<file path="src/logic/lane_ctrl_pkg.sv">
// Constants and types for the lane control register bank.
// Assumes an 8-bit register port driven by the serial control port logic on the same clock.
`default_nettype none
package lane_ctrl_pkg;
  localparam int LANE_COUNT = 12;
  localparam int PAIR_COUNT = 6;
  localparam int REG_WIDTH = 8;

  typedef logic [REG_WIDTH-1:0] reg_byte_t;
  typedef logic [LANE_COUNT-1:0] lane_vec_t;
  typedef logic [PAIR_COUNT-1:0] pair_vec_t;

  // Register addresses
  localparam reg_byte_t SOFT_RESET_ADDR = 8'h00;
  localparam reg_byte_t TX_EN_LOW_ADDR = 8'h02;
  localparam reg_byte_t TX_EN_HIGH_ADDR = 8'h03;
  localparam reg_byte_t TX_REF_EN_ADDR = 8'h04;
  localparam reg_byte_t SQUELCH_CTRL_ADDR = 8'h05;
  localparam reg_byte_t RX_POL_LOW_ADDR = 8'h08;
  localparam reg_byte_t RX_POL_HIGH_ADDR = 8'h09;
  localparam reg_byte_t TX_POL_LOW_ADDR = 8'h0a;
  localparam reg_byte_t TX_POL_HIGH_ADDR = 8'h0b;

  // Reset values
  localparam reg_byte_t SOFT_RESET_RESET = 8'h00;
  localparam reg_byte_t TX_EN_LOW_RESET = 8'h00;
  localparam reg_byte_t TX_EN_HIGH_RESET = 8'h00;
  localparam reg_byte_t TX_REF_EN_RESET = 8'h3f;
  localparam reg_byte_t SQUELCH_CTRL_RESET = 8'h00;
  localparam reg_byte_t RX_POL_LOW_RESET = 8'h00;
  localparam reg_byte_t RX_POL_HIGH_RESET = 8'h00;
  localparam reg_byte_t TX_POL_LOW_RESET = 8'h00;
  localparam reg_byte_t TX_POL_HIGH_RESET = 8'h00;
  localparam reg_byte_t UNMAPPED_READ_VALUE = 8'h00;

  // Field positions
  localparam int SOFT_RESET_BIT = 0;
  localparam int GLOBAL_SQUELCH_BIT = 0;
  localparam int HIGH_LANE_BITS = 4;
  localparam int LOW_LANE_BITS = 8;
endpackage : lane_ctrl_pkg
`default_nettype wire

</file>
<file path="src/logic/lane_sync.sv">
// Two-flop synchroniser for lane pin levels.
// Assumes inputs arrive asynchronously from pins; only the second stage is read downstream.
`default_nettype none
module lane_sync #(
  parameter int WIDTH = 24
) (
  input wire logic clk_in,
  input wire logic rst_n_in,
  input wire logic [WIDTH-1:0] async_in,
  output logic [WIDTH-1:0] sync_out
);
  logic [WIDTH-1:0] meta_reg;

  always_ff @(posedge clk_in) begin
    if (!rst_n_in) begin
      meta_reg <= '0;
      sync_out <= '0;
    end else begin
      meta_reg <= async_in;
      sync_out <= meta_reg;
    end
  end
endmodule : lane_sync
`default_nettype wire

</file>
<file path="src/logic/lane_drive.sv">
// Per-lane output stage: polarity swap, transmitter gating and squelch.
// Assumes synchronised pin levels and register fields on the same clock.
`default_nettype none
module lane_drive
  import lane_ctrl_pkg::*;
(
  input wire logic clk_in,
  input wire logic rst_n_in,
  input wire lane_vec_t rx_data_in,
  input wire lane_vec_t signal_loss_event_in,
  input wire lane_vec_t tx_data_in,
  input wire lane_vec_t tx_enable_in,
  input wire pair_vec_t pair_ref_on_in,
  input wire logic squelch_enable_in,
  input wire lane_vec_t rx_flip_in,
  input wire lane_vec_t tx_flip_in,
  output lane_vec_t rx_data_out,
  output lane_vec_t tx_data_out,
  output lane_vec_t tx_on_out,
  output lane_vec_t squelched_out
);
  genvar lane;
  generate
    for (lane = 0; lane < LANE_COUNT; lane++) begin : g_lane
      logic lane_on;
      logic lane_squelch;
      // A lane without its pair reference cannot drive, whatever its enable says
      assign lane_on = tx_enable_in[lane] & pair_ref_on_in[lane/2];
      assign lane_squelch = squelch_enable_in & signal_loss_event_in[lane];
      always_ff @(posedge clk_in) begin
        if (!rst_n_in) begin
          rx_data_out[lane] <= 1'b0;
          tx_data_out[lane] <= 1'b0;
          tx_on_out[lane] <= 1'b0;
          squelched_out[lane] <= 1'b0;
        end else begin
          rx_data_out[lane] <= rx_data_in[lane] ^ rx_flip_in[lane];
          tx_data_out[lane] <= (tx_data_in[lane] ^ tx_flip_in[lane]) & lane_on & ~lane_squelch;
          tx_on_out[lane] <= lane_on;
          squelched_out[lane] <= lane_squelch;
        end
      end
    end
  endgenerate
endmodule : lane_drive
`default_nettype wire

</file>
<file path="src/logic/lane_control_registers.sv">
// Lane control register bank of a 12 lane crosspoint: enables, references, squelch, polarity.
// Assumes the serial control port decodes frames and presents one-cycle byte accesses on CLK_IN.
`default_nettype none
module lane_control_registers (
  input wire logic CLK_IN,
  input wire logic RST_N_IN,
  input wire logic REG_WR_IN,
  input wire logic REG_RD_IN,
  input wire lane_ctrl_pkg::reg_byte_t REG_ADDR_IN,
  input wire lane_ctrl_pkg::reg_byte_t REG_WDATA_IN,
  output lane_ctrl_pkg::reg_byte_t REG_RDATA_OUT,
  output logic REG_RVALID_OUT,
  output logic SOFT_RESET_PULSE_OUT,
  input wire lane_ctrl_pkg::lane_vec_t RX_DATA_IN,
  input wire lane_ctrl_pkg::lane_vec_t SIGNAL_LOSS_EVENT_IN,
  input wire lane_ctrl_pkg::lane_vec_t TX_DATA_IN,
  output lane_ctrl_pkg::lane_vec_t RX_DATA_OUT,
  output lane_ctrl_pkg::lane_vec_t TX_DATA_OUT,
  output lane_ctrl_pkg::lane_vec_t TX_OUTPUT_ON_OUT,
  output lane_ctrl_pkg::lane_vec_t SQUELCH_ACTIVE_OUT,
  output lane_ctrl_pkg::pair_vec_t TX_PAIR_REF_ON_OUT
);
  import lane_ctrl_pkg::*;

  reg_byte_t tx_output_enable_low_reg;
  reg_byte_t tx_output_enable_high_reg;
  reg_byte_t tx_pair_reference_enable_reg;
  reg_byte_t squelch_control_reg;
  reg_byte_t rx_polarity_low_reg;
  reg_byte_t rx_polarity_high_reg;
  reg_byte_t tx_polarity_low_reg;
  reg_byte_t tx_polarity_high_reg;
  reg_byte_t read_data_next;
  logic soft_reset_hit;
  logic restore_defaults;
  lane_vec_t tx_output_on_lanes;
  lane_vec_t rx_polarity_flip_lanes;
  lane_vec_t tx_polarity_flip_lanes;
  lane_vec_t rx_data_sync;
  lane_vec_t signal_loss_event_sync;

  // Only bit 0 matters; the strobe is never stored, so zero writes do nothing
  assign soft_reset_hit = REG_WR_IN && (REG_ADDR_IN == SOFT_RESET_ADDR) && REG_WDATA_IN[SOFT_RESET_BIT];
  assign restore_defaults = !RST_N_IN || soft_reset_hit;

  always_ff @(posedge CLK_IN) begin
    if (restore_defaults) begin
      tx_output_enable_low_reg <= TX_EN_LOW_RESET;
    end else if (REG_WR_IN && REG_ADDR_IN == TX_EN_LOW_ADDR) begin
      tx_output_enable_low_reg <= REG_WDATA_IN;
    end
  end

  always_ff @(posedge CLK_IN) begin
    if (restore_defaults) begin
      tx_output_enable_high_reg <= TX_EN_HIGH_RESET;
    end else if (REG_WR_IN && REG_ADDR_IN == TX_EN_HIGH_ADDR) begin
      tx_output_enable_high_reg <= REG_WDATA_IN;
    end
  end

  always_ff @(posedge CLK_IN) begin
    if (restore_defaults) begin
      tx_pair_reference_enable_reg <= TX_REF_EN_RESET;
    end else if (REG_WR_IN && REG_ADDR_IN == TX_REF_EN_ADDR) begin
      tx_pair_reference_enable_reg <= REG_WDATA_IN;
    end
  end

  always_ff @(posedge CLK_IN) begin
    if (restore_defaults) begin
      squelch_control_reg <= SQUELCH_CTRL_RESET;
    end else if (REG_WR_IN && REG_ADDR_IN == SQUELCH_CTRL_ADDR) begin
      squelch_control_reg <= REG_WDATA_IN;
    end
  end

  always_ff @(posedge CLK_IN) begin
    if (restore_defaults) begin
      rx_polarity_low_reg <= RX_POL_LOW_RESET;
    end else if (REG_WR_IN && REG_ADDR_IN == RX_POL_LOW_ADDR) begin
      rx_polarity_low_reg <= REG_WDATA_IN;
    end
  end

  always_ff @(posedge CLK_IN) begin
    if (restore_defaults) begin
      rx_polarity_high_reg <= RX_POL_HIGH_RESET;
    end else if (REG_WR_IN && REG_ADDR_IN == RX_POL_HIGH_ADDR) begin
      rx_polarity_high_reg <= REG_WDATA_IN;
    end
  end

  always_ff @(posedge CLK_IN) begin
    if (restore_defaults) begin
      tx_polarity_low_reg <= TX_POL_LOW_RESET;
    end else if (REG_WR_IN && REG_ADDR_IN == TX_POL_LOW_ADDR) begin
      tx_polarity_low_reg <= REG_WDATA_IN;
    end
  end

  always_ff @(posedge CLK_IN) begin
    if (restore_defaults) begin
      tx_polarity_high_reg <= TX_POL_HIGH_RESET;
    end else if (REG_WR_IN && REG_ADDR_IN == TX_POL_HIGH_ADDR) begin
      tx_polarity_high_reg <= REG_WDATA_IN;
    end
  end

  // Lane vectors: high registers only carry lanes 11..8 in bits 3..0
  assign tx_output_on_lanes = {tx_output_enable_high_reg[HIGH_LANE_BITS-1:0],
                               tx_output_enable_low_reg[LOW_LANE_BITS-1:0]};
  assign rx_polarity_flip_lanes = {rx_polarity_high_reg[HIGH_LANE_BITS-1:0],
                                   rx_polarity_low_reg[LOW_LANE_BITS-1:0]};
  assign tx_polarity_flip_lanes = {tx_polarity_high_reg[HIGH_LANE_BITS-1:0],
                                   tx_polarity_low_reg[LOW_LANE_BITS-1:0]};

  // Read mux; unused bits of stored registers read back as written
  always_comb begin
    read_data_next = UNMAPPED_READ_VALUE;
    case (REG_ADDR_IN)
      SOFT_RESET_ADDR: read_data_next = SOFT_RESET_RESET;
      TX_EN_LOW_ADDR: read_data_next = tx_output_enable_low_reg;
      TX_EN_HIGH_ADDR: read_data_next = tx_output_enable_high_reg;
      TX_REF_EN_ADDR: read_data_next = tx_pair_reference_enable_reg;
      SQUELCH_CTRL_ADDR: read_data_next = squelch_control_reg;
      RX_POL_LOW_ADDR: read_data_next = rx_polarity_low_reg;
      RX_POL_HIGH_ADDR: read_data_next = rx_polarity_high_reg;
      TX_POL_LOW_ADDR: read_data_next = tx_polarity_low_reg;
      TX_POL_HIGH_ADDR: read_data_next = tx_polarity_high_reg;
      default: read_data_next = UNMAPPED_READ_VALUE;
    endcase
  end

  // A read in the same cycle as a write returns the value before the write
  always_ff @(posedge CLK_IN) begin
    if (!RST_N_IN) begin
      REG_RDATA_OUT <= UNMAPPED_READ_VALUE;
      REG_RVALID_OUT <= 1'b0;
    end else begin
      REG_RVALID_OUT <= REG_RD_IN;
      if (REG_RD_IN) begin
        REG_RDATA_OUT <= read_data_next;
      end
    end
  end

  always_ff @(posedge CLK_IN) begin
    if (!RST_N_IN) begin
      SOFT_RESET_PULSE_OUT <= 1'b0;
    end else begin
      SOFT_RESET_PULSE_OUT <= soft_reset_hit;
    end
  end

  always_ff @(posedge CLK_IN) begin
    if (!RST_N_IN) begin
      TX_PAIR_REF_ON_OUT <= '0;
    end else begin
      TX_PAIR_REF_ON_OUT <= tx_pair_reference_enable_reg[PAIR_COUNT-1:0];
    end
  end

  // Pin levels are asynchronous to CLK_IN
  lane_sync #(
    .WIDTH(2 * LANE_COUNT)
  ) u_pin_sync (
    .clk_in(CLK_IN),
    .rst_n_in(RST_N_IN),
    .async_in({SIGNAL_LOSS_EVENT_IN, RX_DATA_IN}),
    .sync_out({signal_loss_event_sync, rx_data_sync})
  );

  lane_drive u_lane_drive (
    .clk_in(CLK_IN),
    .rst_n_in(RST_N_IN),
    .rx_data_in(rx_data_sync),
    .signal_loss_event_in(signal_loss_event_sync),
    .tx_data_in(TX_DATA_IN),
    .tx_enable_in(tx_output_on_lanes),
    .pair_ref_on_in(tx_pair_reference_enable_reg[PAIR_COUNT-1:0]),
    .squelch_enable_in(squelch_control_reg[GLOBAL_SQUELCH_BIT]),
    .rx_flip_in(rx_polarity_flip_lanes),
    .tx_flip_in(tx_polarity_flip_lanes),
    .rx_data_out(RX_DATA_OUT),
    .tx_data_out(TX_DATA_OUT),
    .tx_on_out(TX_OUTPUT_ON_OUT),
    .squelched_out(SQUELCH_ACTIVE_OUT)
  );

  property p_soft_reset_defaults;
    @(posedge CLK_IN) disable iff (!RST_N_IN)
    soft_reset_hit |=> (tx_output_enable_low_reg == TX_EN_LOW_RESET) &&
      (tx_pair_reference_enable_reg == TX_REF_EN_RESET) && (squelch_control_reg == SQUELCH_CTRL_RESET) &&
      (tx_polarity_high_reg == TX_POL_HIGH_RESET) ##1 (TX_OUTPUT_ON_OUT == '0);
  endproperty
  a_soft_reset_defaults: assert property (p_soft_reset_defaults)
    else $error("soft reset did not restore defaults");

  property p_reset_reg_reads_zero;
    @(posedge CLK_IN) disable iff (!RST_N_IN)
    (REG_RD_IN && REG_ADDR_IN == SOFT_RESET_ADDR) |=> REG_RVALID_OUT && (REG_RDATA_OUT == 8'h00);
  endproperty
  a_reset_reg_reads_zero: assert property (p_reset_reg_reads_zero)
    else $error("reset register read not zero");

  property p_zero_strobe_no_effect;
    @(posedge CLK_IN) disable iff (!RST_N_IN)
    (REG_WR_IN && REG_ADDR_IN == SOFT_RESET_ADDR && !REG_WDATA_IN[SOFT_RESET_BIT])
      |=> $stable(tx_pair_reference_enable_reg) && $stable(rx_polarity_low_reg) && !SOFT_RESET_PULSE_OUT;
  endproperty
  a_zero_strobe_no_effect: assert property (p_zero_strobe_no_effect)
    else $error("zero write to reset register had effect");

  property p_tx_enable_low_write;
    @(posedge CLK_IN) disable iff (!RST_N_IN)
    (REG_WR_IN && REG_ADDR_IN == TX_EN_LOW_ADDR && REG_WDATA_IN[0] && tx_pair_reference_enable_reg[0])
      |=> tx_output_enable_low_reg[0] ##1 TX_OUTPUT_ON_OUT[0];
  endproperty
  a_tx_enable_low_write: assert property (p_tx_enable_low_write)
    else $error("lane 0 transmitter did not turn on");

  property p_tx_enable_off;
    @(posedge CLK_IN) disable iff (!RST_N_IN)
    (REG_WR_IN && REG_ADDR_IN == TX_EN_HIGH_ADDR && !REG_WDATA_IN[3]) |=> ##1 !TX_OUTPUT_ON_OUT[11];
  endproperty
  a_tx_enable_off: assert property (p_tx_enable_off)
    else $error("lane 11 transmitter did not turn off");

  property p_tx_enable_high_readback;
    @(posedge CLK_IN) disable iff (!RST_N_IN)
    (REG_WR_IN && REG_ADDR_IN == TX_EN_HIGH_ADDR) ##1 (REG_RD_IN && REG_ADDR_IN == TX_EN_HIGH_ADDR && !REG_WR_IN)
      |=> REG_RDATA_OUT == $past(REG_WDATA_IN, 2);
  endproperty
  a_tx_enable_high_readback: assert property (p_tx_enable_high_readback)
    else $error("high enable register read back wrong");

  property p_ref_reset_value;
    @(posedge CLK_IN)
    !RST_N_IN |=> tx_pair_reference_enable_reg == TX_REF_EN_RESET;
  endproperty
  a_ref_reset_value: assert property (p_ref_reset_value)
    else $error("reference enable reset value wrong");

  property p_ref_pair_map;
    @(posedge CLK_IN) disable iff (!RST_N_IN)
    !tx_pair_reference_enable_reg[5] |=> !TX_OUTPUT_ON_OUT[10] && !TX_OUTPUT_ON_OUT[11] && !TX_PAIR_REF_ON_OUT[5];
  endproperty
  a_ref_pair_map: assert property (p_ref_pair_map)
    else $error("pair reference off but lane 10 or 11 on");

  property p_squelch;
    @(posedge CLK_IN) disable iff (!RST_N_IN)
    (squelch_control_reg[GLOBAL_SQUELCH_BIT] && signal_loss_event_sync[2]) |=> !TX_DATA_OUT[2] && SQUELCH_ACTIVE_OUT[2];
  endproperty
  a_squelch: assert property (p_squelch)
    else $error("lane 2 not squelched on signal loss");

  property p_rx_polarity;
    @(posedge CLK_IN) disable iff (!RST_N_IN)
    1'b1 |=> RX_DATA_OUT == ($past(rx_data_sync) ^ $past(rx_polarity_flip_lanes));
  endproperty
  a_rx_polarity: assert property (p_rx_polarity)
    else $error("receive polarity mismatch");

  property p_tx_polarity;
    @(posedge CLK_IN) disable iff (!RST_N_IN)
    (TX_OUTPUT_ON_OUT[9] && !SQUELCH_ACTIVE_OUT[9] && $past(TX_OUTPUT_ON_OUT[9]))
      |-> TX_DATA_OUT[9] == ($past(TX_DATA_IN[9]) ^ $past(tx_polarity_flip_lanes[9]));
  endproperty
  a_tx_polarity: assert property (p_tx_polarity)
    else $error("transmit lane 9 polarity mismatch");

  property p_polarity_reset;
    @(posedge CLK_IN)
    !RST_N_IN |=> (rx_polarity_flip_lanes == '0) && (tx_polarity_flip_lanes == '0) ##1 (RX_DATA_OUT == $past(rx_data_sync));
  endproperty
  a_polarity_reset: assert property (p_polarity_reset)
    else $error("polarity not cleared by reset");

  property p_soft_reset_pulse;
    @(posedge CLK_IN) disable iff (!RST_N_IN)
    1'b1 |=> SOFT_RESET_PULSE_OUT == $past(soft_reset_hit);
  endproperty
  a_soft_reset_pulse: assert property (p_soft_reset_pulse)
    else $error("reset strobe pulse wrong");

  property p_tx_enable_high_write;
    @(posedge CLK_IN) disable iff (!RST_N_IN)
    (REG_WR_IN && REG_ADDR_IN == TX_EN_HIGH_ADDR && REG_WDATA_IN[3] && tx_pair_reference_enable_reg[5])
      |=> tx_output_enable_high_reg[3] ##1 TX_OUTPUT_ON_OUT[11];
  endproperty
  a_tx_enable_high_write: assert property (p_tx_enable_high_write)
    else $error("lane 11 transmitter did not turn on");

  property p_tx_off_quiet;
    @(posedge CLK_IN) disable iff (!RST_N_IN)
    !tx_output_on_lanes[4] |=> !TX_OUTPUT_ON_OUT[4] && !TX_DATA_OUT[4];
  endproperty
  a_tx_off_quiet: assert property (p_tx_off_quiet)
    else $error("disabled lane 4 still driving");

  property p_ref_pair_low;
    @(posedge CLK_IN) disable iff (!RST_N_IN)
    !tx_pair_reference_enable_reg[0]
      |=> !TX_OUTPUT_ON_OUT[0] && !TX_OUTPUT_ON_OUT[1] && !TX_PAIR_REF_ON_OUT[0];
  endproperty
  a_ref_pair_low: assert property (p_ref_pair_low)
    else $error("pair reference off but lane 0 or 1 on");

  property p_squelch_off;
    @(posedge CLK_IN) disable iff (!RST_N_IN)
    !squelch_control_reg[GLOBAL_SQUELCH_BIT] |=> SQUELCH_ACTIVE_OUT == '0;
  endproperty
  a_squelch_off: assert property (p_squelch_off)
    else $error("squelch active while disabled");

  property p_rx_high_flip;
    @(posedge CLK_IN) disable iff (!RST_N_IN)
    rx_polarity_high_reg[3] |=> RX_DATA_OUT[11] == !$past(rx_data_sync[11]);
  endproperty
  a_rx_high_flip: assert property (p_rx_high_flip)
    else $error("receive lane 11 not inverted");

  property p_tx_pass_plain;
    @(posedge CLK_IN) disable iff (!RST_N_IN)
    (!tx_polarity_flip_lanes[3] && tx_output_on_lanes[3] && tx_pair_reference_enable_reg[1] &&
      !(squelch_control_reg[GLOBAL_SQUELCH_BIT] && signal_loss_event_sync[3]))
      |=> TX_DATA_OUT[3] == $past(TX_DATA_IN[3]);
  endproperty
  a_tx_pass_plain: assert property (p_tx_pass_plain)
    else $error("transmit lane 3 not passed noninverted");
endmodule : lane_control_registers
`default_nettype wire

</file>
<file path="config.mk">
export PLATFORM = sky130hd
export DESIGN_NAME = lane_control_registers
export DESIGN_NICKNAME = d
export VERILOG_FILES = /design/src/logic/lane_ctrl_pkg.sv /design/src/logic/lane_sync.sv /design/src/logic/lane_drive.sv /design/src/logic/lane_control_registers.sv
export SDC_FILE = /design/constraint.sdc
export NUM_CORES = 1
export LEC_CHECK = 0
export BUFFER_PORTS_ARGS = -buffer_cell sky130_fd_sc_hd__buf_2
export CAP_MARGIN = 20
export CORE_UTILIZATION = 45
export DETAILED_ROUTE_END_ITERATION = 7
export MAX_ROUTING_LAYER = met4
export PLACE_DENSITY = 0.67
export SYNTH_ARGS = -nofsm -noshare
export SYNTH_HDL_FRONTEND = slang
export SYNTH_SLANG_ARGS = --single-unit
export TNS_END_PERCENT = 1
</file>
<file path="constraint.sdc">
create_clock -name CLK_IN -period 1.69 [get_ports CLK_IN]
set_input_delay 0.338 -clock CLK_IN [delete_from_list [all_inputs] [get_ports CLK_IN]]
set_output_delay 0.338 -clock CLK_IN [all_outputs]
set_load 0.02 [all_outputs]
</file>
==> impl_metrics.py <==
metrics = {
    "status": {
        "run_status": "finished, final reports clean",
    },
    "synth": {
        "multiplexer_area_fraction_after_synthesis_pct": 13.7,
        "synth-edff-count": 0,
        "asyncSetResetFlopFracSynth_pct": 0,
        "netlist-cell-type-count": 38,
        "synth_commonest_cells": "sky130_fd_sc_hd__dfxtp_1 (176), sky130_fd_sc_hd__and2_1 (70), sky130_fd_sc_hd__mux2i_1 (70)",
        "main_combinational_cell_family_by_area_after_synthesis": "simple AND/OR/NAND/NOR gates",
        "synth.avg_cell_area_um2": 11.1,
        "post_synth_xor_area_fraction_pct": 3.30,
        "post-synth-top-area-cell": "sky130_fd_sc_hd__dfxtp_1",
        "synth.yosys.warnings": 0,
        "yosys.area.top_type_share_pct": 55.3,
        "mappedNetlistArea_um2": 6370,
        "synth-compound-area-share_pct": 5.42,
        "synth_seq_area_share_pct": 55.3,
        "ys.flop_type": "sky130_fd_sc_hd__dfxtp_1",
        "synth_simple_gate_area_share_pct": 18.5,
        "syn-num-nets": 632,
        "synth.ff_latch_count": 176,
        "netlist_top_cells_area": "sky130_fd_sc_hd__dfxtp_1 (55%), sky130_fd_sc_hd__mux2i_1 (11%), sky130_fd_sc_hd__and2_1 (6.9%), sky130_fd_sc_hd__nor2_1 (3.4%), sky130_fd_sc_hd__xor2_1 (3.3%)",
        "synth_adder_area_share_pct": 0,
        "synth.most_common_cell": "sky130_fd_sc_hd__dfxtp_1",
        "synthesis.instances": 576,
    },
    "floorplanning": {
        "fp.coreArea_um2": 13800,
        "die_width_um": 121,
        "pin_count": 120,
        "chipHeight_um": 121,
        "floorplan.initialDensity_pct": 46.1,
        "core.rowCount": 43,
        "die_area_um2": 14600,
    },
    "global_routing": {
        "grt_use_met1_pct": 25.5,
        "use_met3_pct": 4.14,
        "grt_pass1_vias": 4326,
        "met2_usage_pct": 33.0,
        "global_route.peak_usage_layer": "met2",
        "gr-total-overflow": 0,
        "groute.usage.overall_pct": 20.7,
        "grt_first_pass_wirelength_mm": 22.2,
        "antenna_found_initial": 0,
        "largest_net_degree_at_the_start_of_global_routing": 102,
    },
    "sta": {
        "fmaxAchievable_mhz": 721,
        "hold_violations": 0,
        "min_period_over_period_pct": 82.1,
        "finalSetupViolations": 0,
        "final_critical_path_setup_slack_ns": 0.303,
        "drv_slew": 0,
        "period_needed_ns": 1.39,
        "timing.clock.skew_ns": 0.00841,
        "worst-slew-pin-transition_ns": 0.545,
        "maxSlewHeadroom_pct": 63.6,
        "rsz0062_at_grt": "no",
    },
    "placement": {
        "place_congestion": 0.918,
        "placed_cells_incl_taps": 860,
        "dpl.hpwl_mm": 9.85,
        "numPortBuffers": 119,
        "dp_worst_setup_slack_ns": -0.107,
    },
    "hold_path": {
        "worst_hold_path_type": "input port to register",
        "whs_path_depth": 2,
        "hold_path.startpoint": "SIGNAL_LOSS_EVENT_IN[0]",
        "hold_path_sink": "u_pin_sync.meta_reg[12]$_SDFF_PN0_",
    },
    "layout": {
        "fillcell_total": 1192,
        "n_antenna_cell": 0,
        "p_r_area_growth_vs_syn_pct": 22.6,
        "post_route_cells_drive_above_1_share_pct": 26.8,
        "final_nets": 755,
        "finalNonFillerCells": 892,
    },
    "critical_path": {
        "worst_setup_path_end_kind": "register",
        "critPathMaxStageDelay_ns": 0.46,
        "timing.critical_path.cells": "mux4_2, nand2_1, o21ai_0, a22o_1",
        "path_delay_family": "multiplexers",
        "r2r_cells": 4,
        "cp.buffers_inverters": 0,
        "critical-path-slowest-cell": "sky130_fd_sc_hd__mux4_2",
        "cp_data_required_time_ns": 2.00,
        "worst_r2r_endpoint": "REG_RDATA_OUT[7]$_SDFFE_PN0P_",
        "critical_path.reg2reg.startpoint": "tx_polarity_low_reg[7]$_SDFFE_PP0P_",
        "crit_path_start_kind": "register",
        "worstPathMaxFanout": 3,
        "timing.critical_path.arrival_ns": 1.70,
        "critical_path_class": "register to register",
        "rrSetupSlack_ns": 0.30,
    },
    "clock_tree": {
        "cts_tree": "done",
        "numCtsBuffers": 17,
        "clock_sinks": 176,
        "worst_skew_pair.late_latency_ns": 0.42,
        "ctsLongestPathBuffers": 2,
        "cts-root-buf": "sky130_fd_sc_hd__clkbuf_16",
        "cts_repair_resize_count": 0,
        "clkSlewWorstSetupHoldPaths_ns": 0.06,
        "cts.htree.levels": 4,
        "postCtsSetupRepairBufs": 0,
        "ctsHoldBuffers": 0,
    },
    "power": {
        "leakage_nw": 3.98,
        "seq_power_share_pct": 50.5,
        "power.clock.fraction_pct": 44.5,
        "netSwitchingFraction_pct": 20.9,
        "p_switching_mw": 1.76,
        "pwr_density_cell_nw_per_um2": 1070,
        "internal-power_mw": 6.64,
        "vdd_drop_max_mv": 0.706,
        "combinational_fraction_of_design_power_pct": 5.0,
    },
    "routing": {
        "routed_wirelength_mm": 14.2,
        "detail_route.drc_violations": 0,
        "detailed_route_wire_length_per_cell_um": 15.9,
        "number_of_detailed_routing_iterations_run_before_antenna_repair": 5,
        "detail_route.iter0.violations": 203,
        "num_vias": 4481,
        "drtAntennaViolNets": 0,
        "detail_route.vias_per_cell": 5.02,
    },
    "flow_run": {
        "cap_violations": 0,
    },
}
[metal layers]
| layer | share of wire (%) | wire length, um |
|---|---|---|
| met4 | 2.0 | 289 |
| met5 | 0 | 0 |
| met1 | 45 | 6320 |
| met2 | 48 | 6850 |
| met3 | 4.9 | 693 |
[placed cells by master (no fill, tap or decap), types with 2 or more instances in the layout]
cell type	Yosys	final
sky130_fd_sc_hd__dfxtp_1	176	176
sky130_fd_sc_hd__clkbuf_16	0	17
sky130_fd_sc_hd__nor2b_1	8	8
sky130_fd_sc_hd__a21oi_1	12	12
sky130_fd_sc_hd__nand4_4	6	6
sky130_fd_sc_hd__and3_1	24	24
sky130_fd_sc_hd__buf_2	5	119
sky130_fd_sc_hd__nand4_2	2	2
sky130_fd_sc_hd__mux4_2	7	7
sky130_fd_sc_hd__o22ai_1	7	7
sky130_fd_sc_hd__buf_4	5	21
sky130_fd_sc_hd__buf_12	0	5
sky130_fd_sc_hd__a22o_1	7	7
sky130_fd_sc_hd__mux2i_1	70	70
sky130_fd_sc_hd__nand2_1	26	26
sky130_fd_sc_hd__o21ai_0	9	9
sky130_fd_sc_hd__a221oi_1	2	2
sky130_fd_sc_hd__clkbuf_8	0	9
sky130_fd_sc_hd__nor2_1	57	57
sky130_fd_sc_hd__and2_1	70	70
sky130_fd_sc_hd__nand2b_1	2	2
sky130_fd_sc_hd__clkbuf_1	24	4
sky130_fd_sc_hd__clkinvlp_4	0	2
sky130_fd_sc_hd__xor2_1	24	24
sky130_fd_sc_hd__o22a_1	7	7
sky130_fd_sc_hd__inv_1	5	5
[cell type report]
cell class | count | area, um^2 | share of cell area, %
Clock buffer | 30 | 564 | 7.22
Tap cell | 180 | 225 | 2.88
Timing Repair Buffer | 145 | 853 | 10.9
Multi-Input combinational cell | 354 | 2610 | 33.4
Clock inverter | 2 | 15.0 | 0.192
Inverter | 5 | 18.8 | 0.240
Sequential cell | 176 | 3520 | 45.1
[logic make-up after synthesis]
family / count (synthesis)
and+or+nand+nor: 202
DFF: 176
muxes: 78
AOI/OAI and AO/OA: 50
buffers and inverters: 46
xor gates and xnor gates: 24
[worst max-delay path by stage]
stage	from	to	slack, ns	cells past startpoint
5_1_grt	REG_ADDR_IN[5]	rx_polarity_low_reg[6]$_SDFFE_PP0P_	0.22	7
3_5_place_dp	REG_ADDR_IN[5]	rx_polarity_low_reg[5]$_SDFFE_PP0P_	-0.11	7
3_3_place_gp	REG_ADDR_IN[5]	rx_polarity_low_reg[0]$_SDFFE_PP0P_	-0.03	7
2_1_floorplan	REG_WR_IN	tx_polarity_high_reg[7]$_SDFFE_PP0P_	0.14	8
4_1_cts	REG_ADDR_IN[5]	rx_polarity_low_reg[6]$_SDFFE_PP0P_	0.30	7
6_report	tx_polarity_low_reg[7]$_SDFFE_PP0P_	REG_RDATA_OUT[7]$_SDFFE_PN0P_	0.30	4
[power by group through the flow]
stage	registers, mW	logic [mW]	clock network [mW]
global route	4.25	0.453	3.96
floorplan	4.35	0.240	0
CTS	4.24	0.422	3.80
detailed placement	4.33	0.420	0
global placement	4.33	0.410	0
finish	4.24	0.418	3.73
[stage by stage]
stage | cell area, um^2 | total power, mW | util, % | hold WS [ns] | setup TNS (ns)
after floorplan | 6370 | 4.59 | - | 0.400 | 0
after global placement | 7230 | 4.74 | 52.3 | 0.408 | -0.756
after detailed placement | 7230 | 4.75 | 52.3 | 0.413 | -3.33
after CTS | 7810 | 8.47 | 56.5 | 0.102 | 0
after global routing | 7810 | 8.66 | 56.5 | 0.112 | 0
final | 7810 | 8.40 | 56.5 | 0.122 | 0
[worst reg2reg max path, cell delays in order (launching register included)]
cell and delay [ns]:
sky130_fd_sc_hd__dfxtp_1 0.34, sky130_fd_sc_hd__mux4_2 0.46, sky130_fd_sc_hd__nand2_1 0.10, sky130_fd_sc_hd__o21ai_0 0.15, sky130_fd_sc_hd__a22o_1 0.23
No activity file was read; power rests on OpenSTA's default activity.
